$ cat src/rtl/counter_array_pkg.sv
// Notes on behaviour
// - enable bit makes channel 5 the watchdog
// - compare high byte; low byte is offset
// - watchdog enabled after every reset
// - reset: sysclk/12, counter low, offset zero
// - default timeout 256 ticks, 3072 cycles
// - watchdog forces shared counter running
// - counter byte writes ignored while enabled
// - timebase and idle-suspend frozen while enabled
// - channel 5 forced timer mode, mode locked
// - run bit writes cannot stop counter
// - run bit reads zero unless software set
// - low overflow with high match: reset
// - compare high write loads high plus offset
// - timeout is 256*offset plus 256-low
// - writing channel 5 flag forces reset
// - enable or lock enables; lock sticks
// - unlocked: clearing enable disables watchdog
// - overflow flag bit 7 on 16-bit wrap
// - bit 6 runs counter, watchdog overrides
// - bits 5:0 set by channel match
// - enabled: other mode bits unchangeable
// - timebase codes: div12,div4,t0,ext,clk,ext/8
// - idle-suspend halts counter in idle
package counter_array_pkg;
    // ------------------------------------------------------------
    // register addresses
    // ------------------------------------------------------------
    localparam logic [7:0] ADDR_CONTROL    = 8'hd8;
    localparam logic [7:0] ADDR_MODE       = 8'hd9;
    localparam logic [7:0] ADDR_CH5_MODE   = 8'hde;
    localparam logic [7:0] ADDR_COUNT_LOW  = 8'he9;
    localparam logic [7:0] ADDR_CH5_LOW    = 8'hee;
    localparam logic [7:0] ADDR_COUNT_HIGH = 8'hf9;
    localparam logic [7:0] ADDR_CH5_HIGH   = 8'hfe;
    // ------------------------------------------------------------
    // field positions
    // ------------------------------------------------------------
    localparam int CTL_OVF_BIT  = 7;
    localparam int CTL_RUN_BIT  = 6;
    localparam int CH5_FLAG_BIT = 5;
    localparam int NUM_CHANNELS = 6;
    localparam int MODE_IDLE_BIT = 7;
    localparam int MODE_WATCHDOG_ENABLE_BIT_BIT = 6;
    localparam int MODE_LOCK_BIT = 5;
    localparam int MODE_TB_LSB   = 1;
    localparam int MODE_TB_MSB   = 3;
    localparam int MODE_OIE_BIT  = 0;
    localparam int CH5_MAT_BIT   = 3;
    localparam int TB_W          = 3;
    // ------------------------------------------------------------
    // reset values and constants
    // ------------------------------------------------------------
    localparam logic [7:0]  BYTE_RESET     = 8'h00;
    localparam logic [7:0]  BYTE_MAX       = 8'hff;
    localparam logic [15:0] COUNT_MAX      = 16'hffff;
    localparam logic        WATCHDOG_ENABLE_BIT_RESET     = 1'b1;
    localparam logic [7:0]  SW_TIMER_MODE  = 8'h48;
    localparam logic [3:0]  SYS_DIV12      = 4'hc;
    localparam logic [3:0]  SYS_DIV4       = 4'h4;
    localparam logic [3:0]  EXT_DIV8       = 4'h8;
    localparam int          TICKS_DEFAULT  = 256;
    localparam int          DEFAULT_CYCLES = TICKS_DEFAULT * 12;
    // ------------------------------------------------------------
    // timebase select codes
    // ------------------------------------------------------------
    localparam logic [2:0] TB_DIV12    = 3'h0;
    localparam logic [2:0] TB_DIV4     = 3'h1;
    localparam logic [2:0] TB_TIMER0   = 3'h2;
    localparam logic [2:0] TB_EXT_FALL = 3'h3;
    localparam logic [2:0] TB_SYSCLK   = 3'h4;
    localparam logic [2:0] TB_EXT_DIV8 = 3'h5;
endpackage : counter_array_pkg

$ cat src/rtl/counter_array_watchdog.sv
`timescale 1ns/10ps
module counter_array_watchdog (
    input  wire logic       i_core_clk,     // system clock, 125 MHz
    input  wire logic       i_rst_b,        // sync reset, low
    input  wire logic [7:0] i_sfr_addr,     // register address
    input  wire logic       i_sfr_wr,       // write strobe
    input  wire logic       i_sfr_rd,       // read strobe
    input  wire logic [7:0] i_sfr_wdata,    // write data
    output logic      [7:0] o_sfr_rdata,    // read data, held
    input  wire logic       i_cpu_idle,     // processor in idle
    input  wire logic       i_timer0_ovf,   // timer 0 overflow pulse
    input  wire logic       i_ext_count,    // external count input
    input  wire logic       i_ext_clk,      // external clock
    input  wire logic [counter_array_pkg::NUM_CHANNELS-2:0] i_chan_match,
    output logic            o_watchdog_reset, // reset request pulse
    output logic            o_counter_irq,    // overflow interrupt
    output logic            o_watchdog_active // watchdog enabled
);
    import counter_array_pkg::*;

    // ------------------------------------------------------------
    // state
    // ------------------------------------------------------------
    logic        cf_r, cf_nxt, cr_r, cr_nxt;
    logic [NUM_CHANNELS-1:0] ccf_r, ccf_nxt, ccf_set;
    logic        idle_suspend_bit_r, idle_suspend_bit_nxt, watchdog_enable_bit_r, watchdog_enable_bit_nxt;
    logic        lock_r, lock_nxt, oie_r, oie_nxt;
    logic [2:0]  tb_r, tb_nxt;
    logic [15:0] count_r, count_nxt;
    logic [7:0]  cpl5_r, cpl5_nxt, cph5_r, cph5_nxt;
    logic [7:0]  cpm5_r, cpm5_nxt;
    logic [7:0]  rdata_r, rdata_nxt;
    logic        irq_r, irq_nxt, active_r;
    logic        wd_en, run, tick, low_ovf, wrap, ch5_match;
    logic        force_trip;
    logic        wr_ctl, wr_mode, wr_cpm5, wr_lo, wr_hi;
    logic        wr_cpl5, wr_cph5;

    // ------------------------------------------------------------
    // enable, run and decode
    // ------------------------------------------------------------
    assign wd_en = watchdog_enable_bit_r | lock_r;
    assign run = (cr_r | wd_en) & ~(i_cpu_idle & idle_suspend_bit_r);
    assign low_ovf = tick & (count_r[7:0] == BYTE_MAX);
    assign wrap = tick & (count_r == COUNT_MAX);
    assign ch5_match = ~wd_en & tick & cpm5_r[CH5_MAT_BIT]
                       & (count_r == {cph5_r, cpl5_r});
    assign ccf_set = {ch5_match, i_chan_match};
    assign force_trip = wr_ctl & i_sfr_wdata[CH5_FLAG_BIT]
                        & wd_en;

    // address decoding for writes
    always_comb
    begin
        wr_ctl = 1'b0;
        wr_mode = 1'b0;
        wr_cpm5 = 1'b0;
        wr_lo = 1'b0;
        wr_hi = 1'b0;
        wr_cpl5 = 1'b0;
        wr_cph5 = 1'b0;
        if (!i_sfr_wr)
            wr_ctl = 1'b0;
        else if (i_sfr_addr == ADDR_CONTROL)
            wr_ctl = 1'b1;
        else if (i_sfr_addr == ADDR_MODE)
            wr_mode = 1'b1;
        else if (i_sfr_addr == ADDR_CH5_MODE)
            wr_cpm5 = 1'b1;
        else if (i_sfr_addr == ADDR_COUNT_LOW)
            wr_lo = 1'b1;
        else if (i_sfr_addr == ADDR_COUNT_HIGH)
            wr_hi = 1'b1;
        else if (i_sfr_addr == ADDR_CH5_LOW)
            wr_cpl5 = 1'b1;
        else if (i_sfr_addr == ADDR_CH5_HIGH)
            wr_cph5 = 1'b1;
    end

    // ------------------------------------------------------------
    // timebase and watchdog trip
    // ------------------------------------------------------------
    counter_tick_gen u_tick (
        .i_core_clk     (i_core_clk),
        .i_rst_b        (i_rst_b),
        .i_run          (run),
        .i_timebase_sel (tb_r),
        .i_timer0_ovf   (i_timer0_ovf),
        .i_ext_count    (i_ext_count),
        .i_ext_clk      (i_ext_clk),
        .o_tick         (tick)
    );

    watchdog_trip u_trip (
        .i_core_clk     (i_core_clk),
        .i_rst_b        (i_rst_b),
        .i_enable       (wd_en),
        .i_low_ovf      (low_ovf),
        .i_count_high   (count_r[15:8]),
        .i_compare_high (cph5_r),
        .i_force        (force_trip),
        .o_reset_req    (o_watchdog_reset)
    );

    // ------------------------------------------------------------
    // control register: hardware set wins over software clear
    // ------------------------------------------------------------
    genvar g;
    generate
        for (g = 0; g < NUM_CHANNELS; g++)
        begin : g_flag
            assign ccf_nxt[g] = ccf_set[g] |
                                (wr_ctl ? i_sfr_wdata[g] : ccf_r[g]);
        end
    endgenerate

    always_comb
    begin
        cf_nxt = wrap | (wr_ctl ? i_sfr_wdata[CTL_OVF_BIT] : cf_r);
        cr_nxt = wr_ctl ? i_sfr_wdata[CTL_RUN_BIT] : cr_r;
        irq_nxt = cf_r & oie_r;
    end

    // ------------------------------------------------------------
    // mode register: idle, timebase and interrupt enable bits frozen while the watchdog is enabled
    // ------------------------------------------------------------
    always_comb
    begin
        idle_suspend_bit_nxt = idle_suspend_bit_r;
        watchdog_enable_bit_nxt = watchdog_enable_bit_r;
        lock_nxt = lock_r;
        tb_nxt = tb_r;
        oie_nxt = oie_r;
        if (wr_mode)
        begin
            lock_nxt = lock_r | i_sfr_wdata[MODE_LOCK_BIT];
            if (!lock_r)
                watchdog_enable_bit_nxt = i_sfr_wdata[MODE_WATCHDOG_ENABLE_BIT_BIT];
            if (!wd_en)
            begin
                idle_suspend_bit_nxt = i_sfr_wdata[MODE_IDLE_BIT];
                tb_nxt = i_sfr_wdata[MODE_TB_MSB:MODE_TB_LSB];
                oie_nxt = i_sfr_wdata[MODE_OIE_BIT];
            end
        end
    end

    // ------------------------------------------------------------
    // counter and channel 5 registers
    // ------------------------------------------------------------
    always_comb
    begin
        count_nxt = tick ? 16'(count_r + 16'h1) : count_r;
        if (wr_lo && !wd_en)
            count_nxt[7:0] = i_sfr_wdata;
        if (wr_hi && !wd_en)
            count_nxt[15:8] = i_sfr_wdata;
        cpl5_nxt = wr_cpl5 ? i_sfr_wdata : cpl5_r;
        cph5_nxt = cph5_r;
        if (wr_cph5)
            cph5_nxt = wd_en ? 8'(count_r[15:8] + cpl5_r)
                             : i_sfr_wdata;
        cpm5_nxt = (wr_cpm5 && !wd_en) ? i_sfr_wdata : cpm5_r;
    end

    // ------------------------------------------------------------
    // read data
    // ------------------------------------------------------------
    always_comb
    begin
        rdata_nxt = rdata_r;
        if (!i_sfr_rd)
            rdata_nxt = rdata_r;
        else if (i_sfr_addr == ADDR_CONTROL)
            rdata_nxt = {cf_r, cr_r, ccf_r};
        else if (i_sfr_addr == ADDR_MODE)
            rdata_nxt = {idle_suspend_bit_r, watchdog_enable_bit_r, lock_r, 1'b0, tb_r, oie_r};
        else if (i_sfr_addr == ADDR_CH5_MODE)
            rdata_nxt = wd_en ? SW_TIMER_MODE : cpm5_r;
        else if (i_sfr_addr == ADDR_COUNT_LOW)
            rdata_nxt = count_r[7:0];
        else if (i_sfr_addr == ADDR_COUNT_HIGH)
            rdata_nxt = count_r[15:8];
        else if (i_sfr_addr == ADDR_CH5_LOW)
            rdata_nxt = cpl5_r;
        else if (i_sfr_addr == ADDR_CH5_HIGH)
            rdata_nxt = cph5_r;
        else
            rdata_nxt = BYTE_RESET;
    end

    // ------------------------------------------------------------
    // registers
    // ------------------------------------------------------------
    always_ff @(posedge i_core_clk)
    begin
        if (!i_rst_b)
        begin
            cf_r     <= 1'b0;
            cr_r     <= 1'b0;
            ccf_r    <= '0;
            idle_suspend_bit_r   <= 1'b0;
            watchdog_enable_bit_r   <= WATCHDOG_ENABLE_BIT_RESET;
            lock_r   <= 1'b0;
            tb_r     <= TB_DIV12;
            oie_r    <= 1'b0;
            count_r  <= '0;
            cpl5_r   <= BYTE_RESET;
            cph5_r   <= BYTE_RESET;
            cpm5_r   <= BYTE_RESET;
            rdata_r  <= BYTE_RESET;
            irq_r    <= 1'b0;
            active_r <= 1'b0;
        end
        else
        begin
            cf_r     <= cf_nxt;
            cr_r     <= cr_nxt;
            ccf_r    <= ccf_nxt;
            idle_suspend_bit_r   <= idle_suspend_bit_nxt;
            watchdog_enable_bit_r   <= watchdog_enable_bit_nxt;
            lock_r   <= lock_nxt;
            tb_r     <= tb_nxt;
            oie_r    <= oie_nxt;
            count_r  <= count_nxt;
            cpl5_r   <= cpl5_nxt;
            cph5_r   <= cph5_nxt;
            cpm5_r   <= cpm5_nxt;
            rdata_r  <= rdata_nxt;
            irq_r    <= irq_nxt;
            active_r <= watchdog_enable_bit_nxt | lock_nxt;
        end
    end

    assign o_sfr_rdata = rdata_r;
    assign o_counter_irq = irq_r;
    assign o_watchdog_active = active_r;

    // ------------------------------------------------------------
    // checks
    // ------------------------------------------------------------
    logic [12:0] boot_cnt_r;
    logic        quiet_r;

    // cycles since reset while software has written nothing
    always_ff @(posedge i_core_clk)
    begin
        if (!i_rst_b)
        begin
            boot_cnt_r <= '0;
            quiet_r    <= 1'b1;
        end
        else
        begin
            boot_cnt_r <= 13'(boot_cnt_r + 13'h1);
            quiet_r    <= quiet_r & ~i_sfr_wr;
        end
    end

    a_boot_enabled:
    assert property (@(posedge i_core_clk)
        $rose(i_rst_b) |-> wd_en && tb_r == TB_DIV12)
    else $error("watchdog not enabled after reset");

    a_default_timeout:
    assert property (@(posedge i_core_clk) disable iff (!i_rst_b)
        (quiet_r && o_watchdog_reset) |->
            boot_cnt_r == 13'(DEFAULT_CYCLES + 1))
    else $error("default timeout not 3072 cycles");

    a_counter_forced:
    assert property (@(posedge i_core_clk) disable iff (!i_rst_b)
        (wd_en && tick) |=> count_r == 16'($past(count_r) + 16'h1))
    else $error("counter not advancing under watchdog");

    a_tb_frozen:
    assert property (@(posedge i_core_clk) disable iff (!i_rst_b)
        (wd_en && wr_mode) |=> $stable(tb_r) && $stable(idle_suspend_bit_r))
    else $error("timebase changed while watchdog on");

    a_ch5_mode_locked:
    assert property (@(posedge i_core_clk) disable iff (!i_rst_b)
        (wd_en && wr_cpm5) |=> $stable(cpm5_r))
    else $error("channel 5 mode written while watchdog on");

    a_run_readback:
    assert property (@(posedge i_core_clk) disable iff (!i_rst_b)
        (i_sfr_rd && i_sfr_addr == ADDR_CONTROL && !cr_r)
            |=> !o_sfr_rdata[CTL_RUN_BIT])
    else $error("run bit read as set");

    a_trip_on_match:
    assert property (@(posedge i_core_clk) disable iff (!i_rst_b)
        (wd_en && low_ovf && cph5_r == count_r[15:8])
            |=> o_watchdog_reset)
    else $error("missed watchdog timeout");

    a_service_reload:
    assert property (@(posedge i_core_clk) disable iff (!i_rst_b)
        (wd_en && wr_cph5) |=>
            cph5_r == 8'($past(count_r[15:8]) + $past(cpl5_r)))
    else $error("compare high not reloaded");

    a_force_trip:
    assert property (@(posedge i_core_clk) disable iff (!i_rst_b)
        force_trip |=> o_watchdog_reset)
    else $error("forced reset not requested");

    a_lock_sticks:
    assert property (@(posedge i_core_clk) disable iff (!i_rst_b)
        lock_r |=> lock_r && wd_en)
    else $error("lock released before reset");

    a_overflow_flag:
    assert property (@(posedge i_core_clk) disable iff (!i_rst_b)
        wrap |=> cf_r)
    else $error("overflow flag not set on wrap");

    a_reset_cause:
    assert property (@(posedge i_core_clk) disable iff (!i_rst_b)
        o_watchdog_reset |-> $past(wd_en))
    else $error("reset request with watchdog off");

    c_timeout:
    cover property (@(posedge i_core_clk) disable iff (!i_rst_b)
        quiet_r && o_watchdog_reset);

    c_forced:
    cover property (@(posedge i_core_clk) disable iff (!i_rst_b)
        force_trip ##1 o_watchdog_reset);

    c_disable:
    cover property (@(posedge i_core_clk) disable iff (!i_rst_b)
        wd_en ##1 !wd_en);

    c_lock:
    cover property (@(posedge i_core_clk) disable iff (!i_rst_b)
        $rose(lock_r));
endmodule : counter_array_watchdog

$ cat src/rtl/counter_tick_gen.sv
`timescale 1ns/10ps
module counter_tick_gen #(
    parameter logic [3:0] DIV12 = counter_array_pkg::SYS_DIV12,
    parameter logic [3:0] DIV4  = counter_array_pkg::SYS_DIV4,
    parameter logic [3:0] EXTD  = counter_array_pkg::EXT_DIV8
) (
    input  wire logic       i_core_clk,     // system clock
    input  wire logic       i_rst_b,        // sync reset, low
    input  wire logic       i_run,          // counter may advance
    input  wire logic [counter_array_pkg::TB_W-1:0] i_timebase_sel, // src
    input  wire logic       i_timer0_ovf,   // timer 0 overflow pulse
    input  wire logic       i_ext_count,    // external count input
    input  wire logic       i_ext_clk,      // external clock level
    output logic            o_tick          // one counter clock
);
    import counter_array_pkg::*;

    logic [3:0] prescale_r, prescale_nxt;
    logic [3:0] ext_cnt_r, ext_cnt_nxt;
    logic       cnt_prev_r, ext_prev_r, tick_r, tick_nxt;
    logic [3:0] div;
    logic       pre_wrap, fall, rise, ext_wrap;

    // ------------------------------------------------------------
    // timebase selection and prescaling
    // ------------------------------------------------------------
    always_comb
    begin
        div = (i_timebase_sel == TB_DIV4) ? DIV4 : DIV12;
        pre_wrap = (prescale_r >= 4'(div - 4'h1));
        fall = cnt_prev_r & ~i_ext_count;
        rise = ~ext_prev_r & i_ext_clk;
        ext_wrap = (ext_cnt_r == 4'(EXTD - 4'h1));
        prescale_nxt = prescale_r;
        ext_cnt_nxt = ext_cnt_r;
        if (i_run)
        begin
            prescale_nxt = pre_wrap ? 4'h0 : 4'(prescale_r + 4'h1);
            if (rise)
                ext_cnt_nxt = ext_wrap ? 4'h0 : 4'(ext_cnt_r + 4'h1);
        end
        case (i_timebase_sel)
            TB_DIV12, TB_DIV4: tick_nxt = i_run & pre_wrap;
            TB_TIMER0:         tick_nxt = i_run & i_timer0_ovf;
            TB_EXT_FALL:       tick_nxt = i_run & fall;
            TB_SYSCLK:         tick_nxt = i_run;
            TB_EXT_DIV8:       tick_nxt = i_run & rise & ext_wrap;
            default:           tick_nxt = 1'b0;
        endcase
    end

    // register prescaler and edge history
    always_ff @(posedge i_core_clk)
    begin
        if (!i_rst_b)
        begin
            prescale_r <= 4'h0;
            ext_cnt_r  <= 4'h0;
            cnt_prev_r <= 1'b0;
            ext_prev_r <= 1'b0;
            tick_r     <= 1'b0;
        end
        else
        begin
            prescale_r <= prescale_nxt;
            ext_cnt_r  <= ext_cnt_nxt;
            cnt_prev_r <= i_ext_count;
            ext_prev_r <= i_ext_clk;
            tick_r     <= tick_nxt;
        end
    end

    assign o_tick = tick_r;
endmodule : counter_tick_gen

$ cat src/rtl/watchdog_trip.sv
`timescale 1ns/10ps
module watchdog_trip (
    input  wire logic       i_core_clk,     // system clock
    input  wire logic       i_rst_b,        // sync reset, low
    input  wire logic       i_enable,       // watchdog enabled
    input  wire logic       i_low_ovf,      // counter low byte wraps
    input  wire logic [7:0] i_count_high,   // counter high byte
    input  wire logic [7:0] i_compare_high, // watchdog compare byte
    input  wire logic       i_force,        // software forced trip
    output logic            o_reset_req     // reset request pulse
);
    import counter_array_pkg::*;

    logic req_r, req_nxt;

    // compare high bytes on low byte overflow
    always_comb
    begin
        req_nxt = i_enable &
                  ((i_low_ovf & (i_compare_high == i_count_high))
                   | i_force);
    end

    // one-cycle request to the reset controller
    always_ff @(posedge i_core_clk)
    begin
        if (!i_rst_b)
            req_r <= 1'b0;
        else
            req_r <= req_nxt;
    end

    assign o_reset_req = req_r;
endmodule : watchdog_trip

$ cat config.mk
export PLATFORM = sky130hd
export DESIGN_NAME = counter_array_watchdog
export DESIGN_NICKNAME = d
export VERILOG_FILES = /design/src/rtl/counter_array_pkg.sv /design/src/rtl/counter_array_watchdog.sv /design/src/rtl/counter_tick_gen.sv /design/src/rtl/watchdog_trip.sv
export SDC_FILE = /design/constraint.sdc
export NUM_CORES = 1
export LEC_CHECK = 0
export ABC_CLOCK_PERIOD_IN_PS = 2370
export BUFFER_PORTS_ARGS = -buffer_cell sky130_fd_sc_hd__buf_2
export CAP_MARGIN = 10
export CORE_MARGIN = 2
export CORE_UTILIZATION = 50
export DETAILED_ROUTE_END_ITERATION = 12
export PLACE_DENSITY_LB_ADDON = 0.05
export REMOVE_ABC_BUFFERS = 1
export SLEW_MARGIN = 20
export SYNTH_ARGS = -nofsm -noshare
export SYNTH_HDL_FRONTEND = slang
export SYNTH_SLANG_ARGS = --single-unit
$ cat constraint.sdc
create_clock -name i_core_clk -period 2.37 [get_ports i_core_clk]
set_clock_uncertainty 0.2 [all_clocks]
set_input_delay 0.474 -clock i_core_clk [delete_from_list [all_inputs] [get_ports i_core_clk]]
set_output_delay 0.474 -clock i_core_clk [all_outputs]
set_load 0.005 [all_outputs]
==> impl_metrics.ini <==
[die]
rows = 34
die_y_um = 99.2
die_area_um2 = 9840
coreArea_um2 = 8760
start_util_pct = 51.7
die_x_um = 99.2
ioPinCount = 40

[finish]
multi_input_area_um2 = 2780
seqCellArea_um2 = 1540
fillCellCount = 828
fin_util_pct = 57.8
area_growth_pct = 11.6
insertedDiodeCount = 0
nNetsFinal = 614
drive_gt1_share_pct = 16.8

[routing]
first_pass_iters = 5
antenna_left = 0
drc = 0
highest_layer = met4
viasPerCell = 6.21
routedWlPerCell_um = 19.1
routed_wl_um = 13100
vias = 4249
dr_wl_met2_um = 5660
drt-initial-drc-count = 257
wl_met3_um = 890
m1WireLength_um = 6200

[cts]
root_buffer = clkbuf_8
cts_resized = 0
clk_latency_ns = 0.37
holdBufCountCts = 0
cts_sinks = 77
cts_tree = yes
clock_path_buffers = 2
post-cts-setup-buffers = 0
numCtsBuffers = 9
htree_num_levels = 3
clk_pin_slew_ns = 0.08

[setup_path]
cp-end-kind = register
cp_max_fo = 7
worstPathRequired_ns = 2.42
r2r.worst_path.cells = 6
crit_path_start_kind = register
r2r_start = count_r[9]
reg2reg_slack_ns = 0.10
r2r-end = cph5_r[7]
startpoint = count_r[9]
crit_path_end = cph5_r[7]
critPathKind = reg2reg
arrival_ns = 2.32

[place]
dp_hpwl_um = 9520
numPortBuffers = 39
gp_congestion = 0.945
place_ws_ns = 0.0416

[synth]
ys.flop_type = dfxtp_1
avgSynthCellArea_um2 = 8.43
synthCells = 538
yosysWarnings = 0
yosysTopAreaCell = dfxtp_1
synth-seq-cells = 77
seq_area_frac_synth_pct = 34.0
synth.distinct_cells = 72
synth-edff-count = 0
synth.area.top_cells = dfxtp_1 34%, mux2i_1 6.2%, a21oi_1 4.7%
synth_top_area_share_pct = 34.0
synth_area_um2 = 4530
yosysMostFrequentCell = dfxtp_1
synthArstFlopShare_pct = 0
synth_commonest_cells = 77 x dfxtp_1, 51 x nor2_1, 45 x nand2_1

[grt]
grt_max_degree = 52
antenna_found_initial = 0
grt_usage_pct = 27.5
grt_pass1_wl_um = 21100
grt_pass1_vias = 3928
grt.overflow.total = 0

[power]
p_leak_nw = 2.06
vdd.ir_drop.worst_mv = 0.249
p_per_area_nw_per_um2 = 505

[min_path]
timing.hold.worst.class = in2reg

[timing]
hold_violations = 0
post-route-period-util_pct = 95.6
setup_viol = 0
slew_headroom_pct = 53.5
setup_ws_ns = 0.104
tightest_slew_ns = 0.689
fin_crit_ns = 2.27
slew_violations = 0
max_freq_ghz = 0.441

[outcome]
status = finished clean

[flow_run]
cap_viol_max_count = 0
[layer usage]
layer,GRT usage [%],up-vias
met3,4.43,33
met4,10.4,0
met5,0,-
met2,40.7,179
met1,40.0,2001
li1,-,2036
[registers in the layout, summed over array words and instances, names as in the netlist, 3 cells and up]
name,count
ccf_r,6
u_tick.prescale_r,4
u_tick.ext_cnt_r,4
cpm5_r,8
tb_r,3
cph5_r,8
o_sfr_rdata,8
count_r,16
cpl5_r,8
[cells in the final DEF, fill, tap and decap left out, types with 18 or more instances in the layout]
master   count
buf_2       39
dfxtp_1     77
mux2i_1     28
buf_4       18
nand2_1     45
xnor2_1     20
o21ai_0     38
nor2_1      51
nand3_1     19
a21oi_1     43
[kinds of logic (layout without fill, tap and decap cells)]
logic type | Yosys count | in the layout | synth area share, %
AOI/OAI and AO/OA | 147 | 147 | 20.5
muxes | 31 | 31 | 6.93
adders and majority gates | 12 | 12 | 3.48
xor gates and xnor gates | 35 | 35 | 6.76
and+or+nand+nor | 188 | 188 | 23.5
DFF | 77 | 77 | 34.0
buffers and inverters | 48 | 86 | 4.91
[how the worst min path moves through the flow]
stage | from | endpoint | slack (ns) | cells after the start
final | i_ext_count | u_tick.cnt_prev_r | 0.12 | 2
after global routing | i_ext_count | u_tick.cnt_prev_r | 0.13 | 2
after CTS | i_ext_count | u_tick.cnt_prev_r | 0.11 | 2
after detailed placement | cpm5_r[7] | cpm5_r[7] | 0.28 | 2
after global placement | o_sfr_rdata[1] | o_sfr_rdata[1] | 0.27 | 2
after floorplan | cr_r | cr_r | 0.25 | 2
[stage by stage]
stage / hold slack (ns) / instance area, um2 / std cells / power [mW] / TNS (ns)
2_1_floorplan: 0.254 / 4360 / 503 / 1.45 / 0
3_3_place_gp: 0.271 / 4860 / 670 / 1.57 / 0
3_5_place_dp: 0.284 / 4860 / 670 / 1.57 / 0
4_1_cts: 0.114 / 5050 / 684 / 2.56 / 0
5_1_grt: 0.132 / 5060 / 684 / 2.64 / -0.00787
6_report: 0.119 / 5060 / 684 / 2.55 / 0
[layout make-up]
type	count	share of cell area, %
repair buffers	59	7.32
multi-input cells	413	54.9
well taps	108	2.67
flip-flops and latches	77	30.5
clock inverters	5	1.24
inverters	13	0.964
clock buffers	9	2.45
[critical path, stage by stage, from the launching register on]
cell and delay [ns]:
dfxtp_1 0.52, ha_1 0.31, a211oi_1 0.34, o21bai_1 0.22
o41ai_2 0.32, xnor2_1 0.16, o21ai_0 0.09
[where the power goes]
part	switching [mW]	internal, mW	total (mW)	leakage (nW)
clock	0.530	0.480	1.01	0.0878
combinational	0.138	0.0770	0.215	1.35
sequential	0.0138	1.31	1.33	0.625
(Power assumes the default switching activity.)
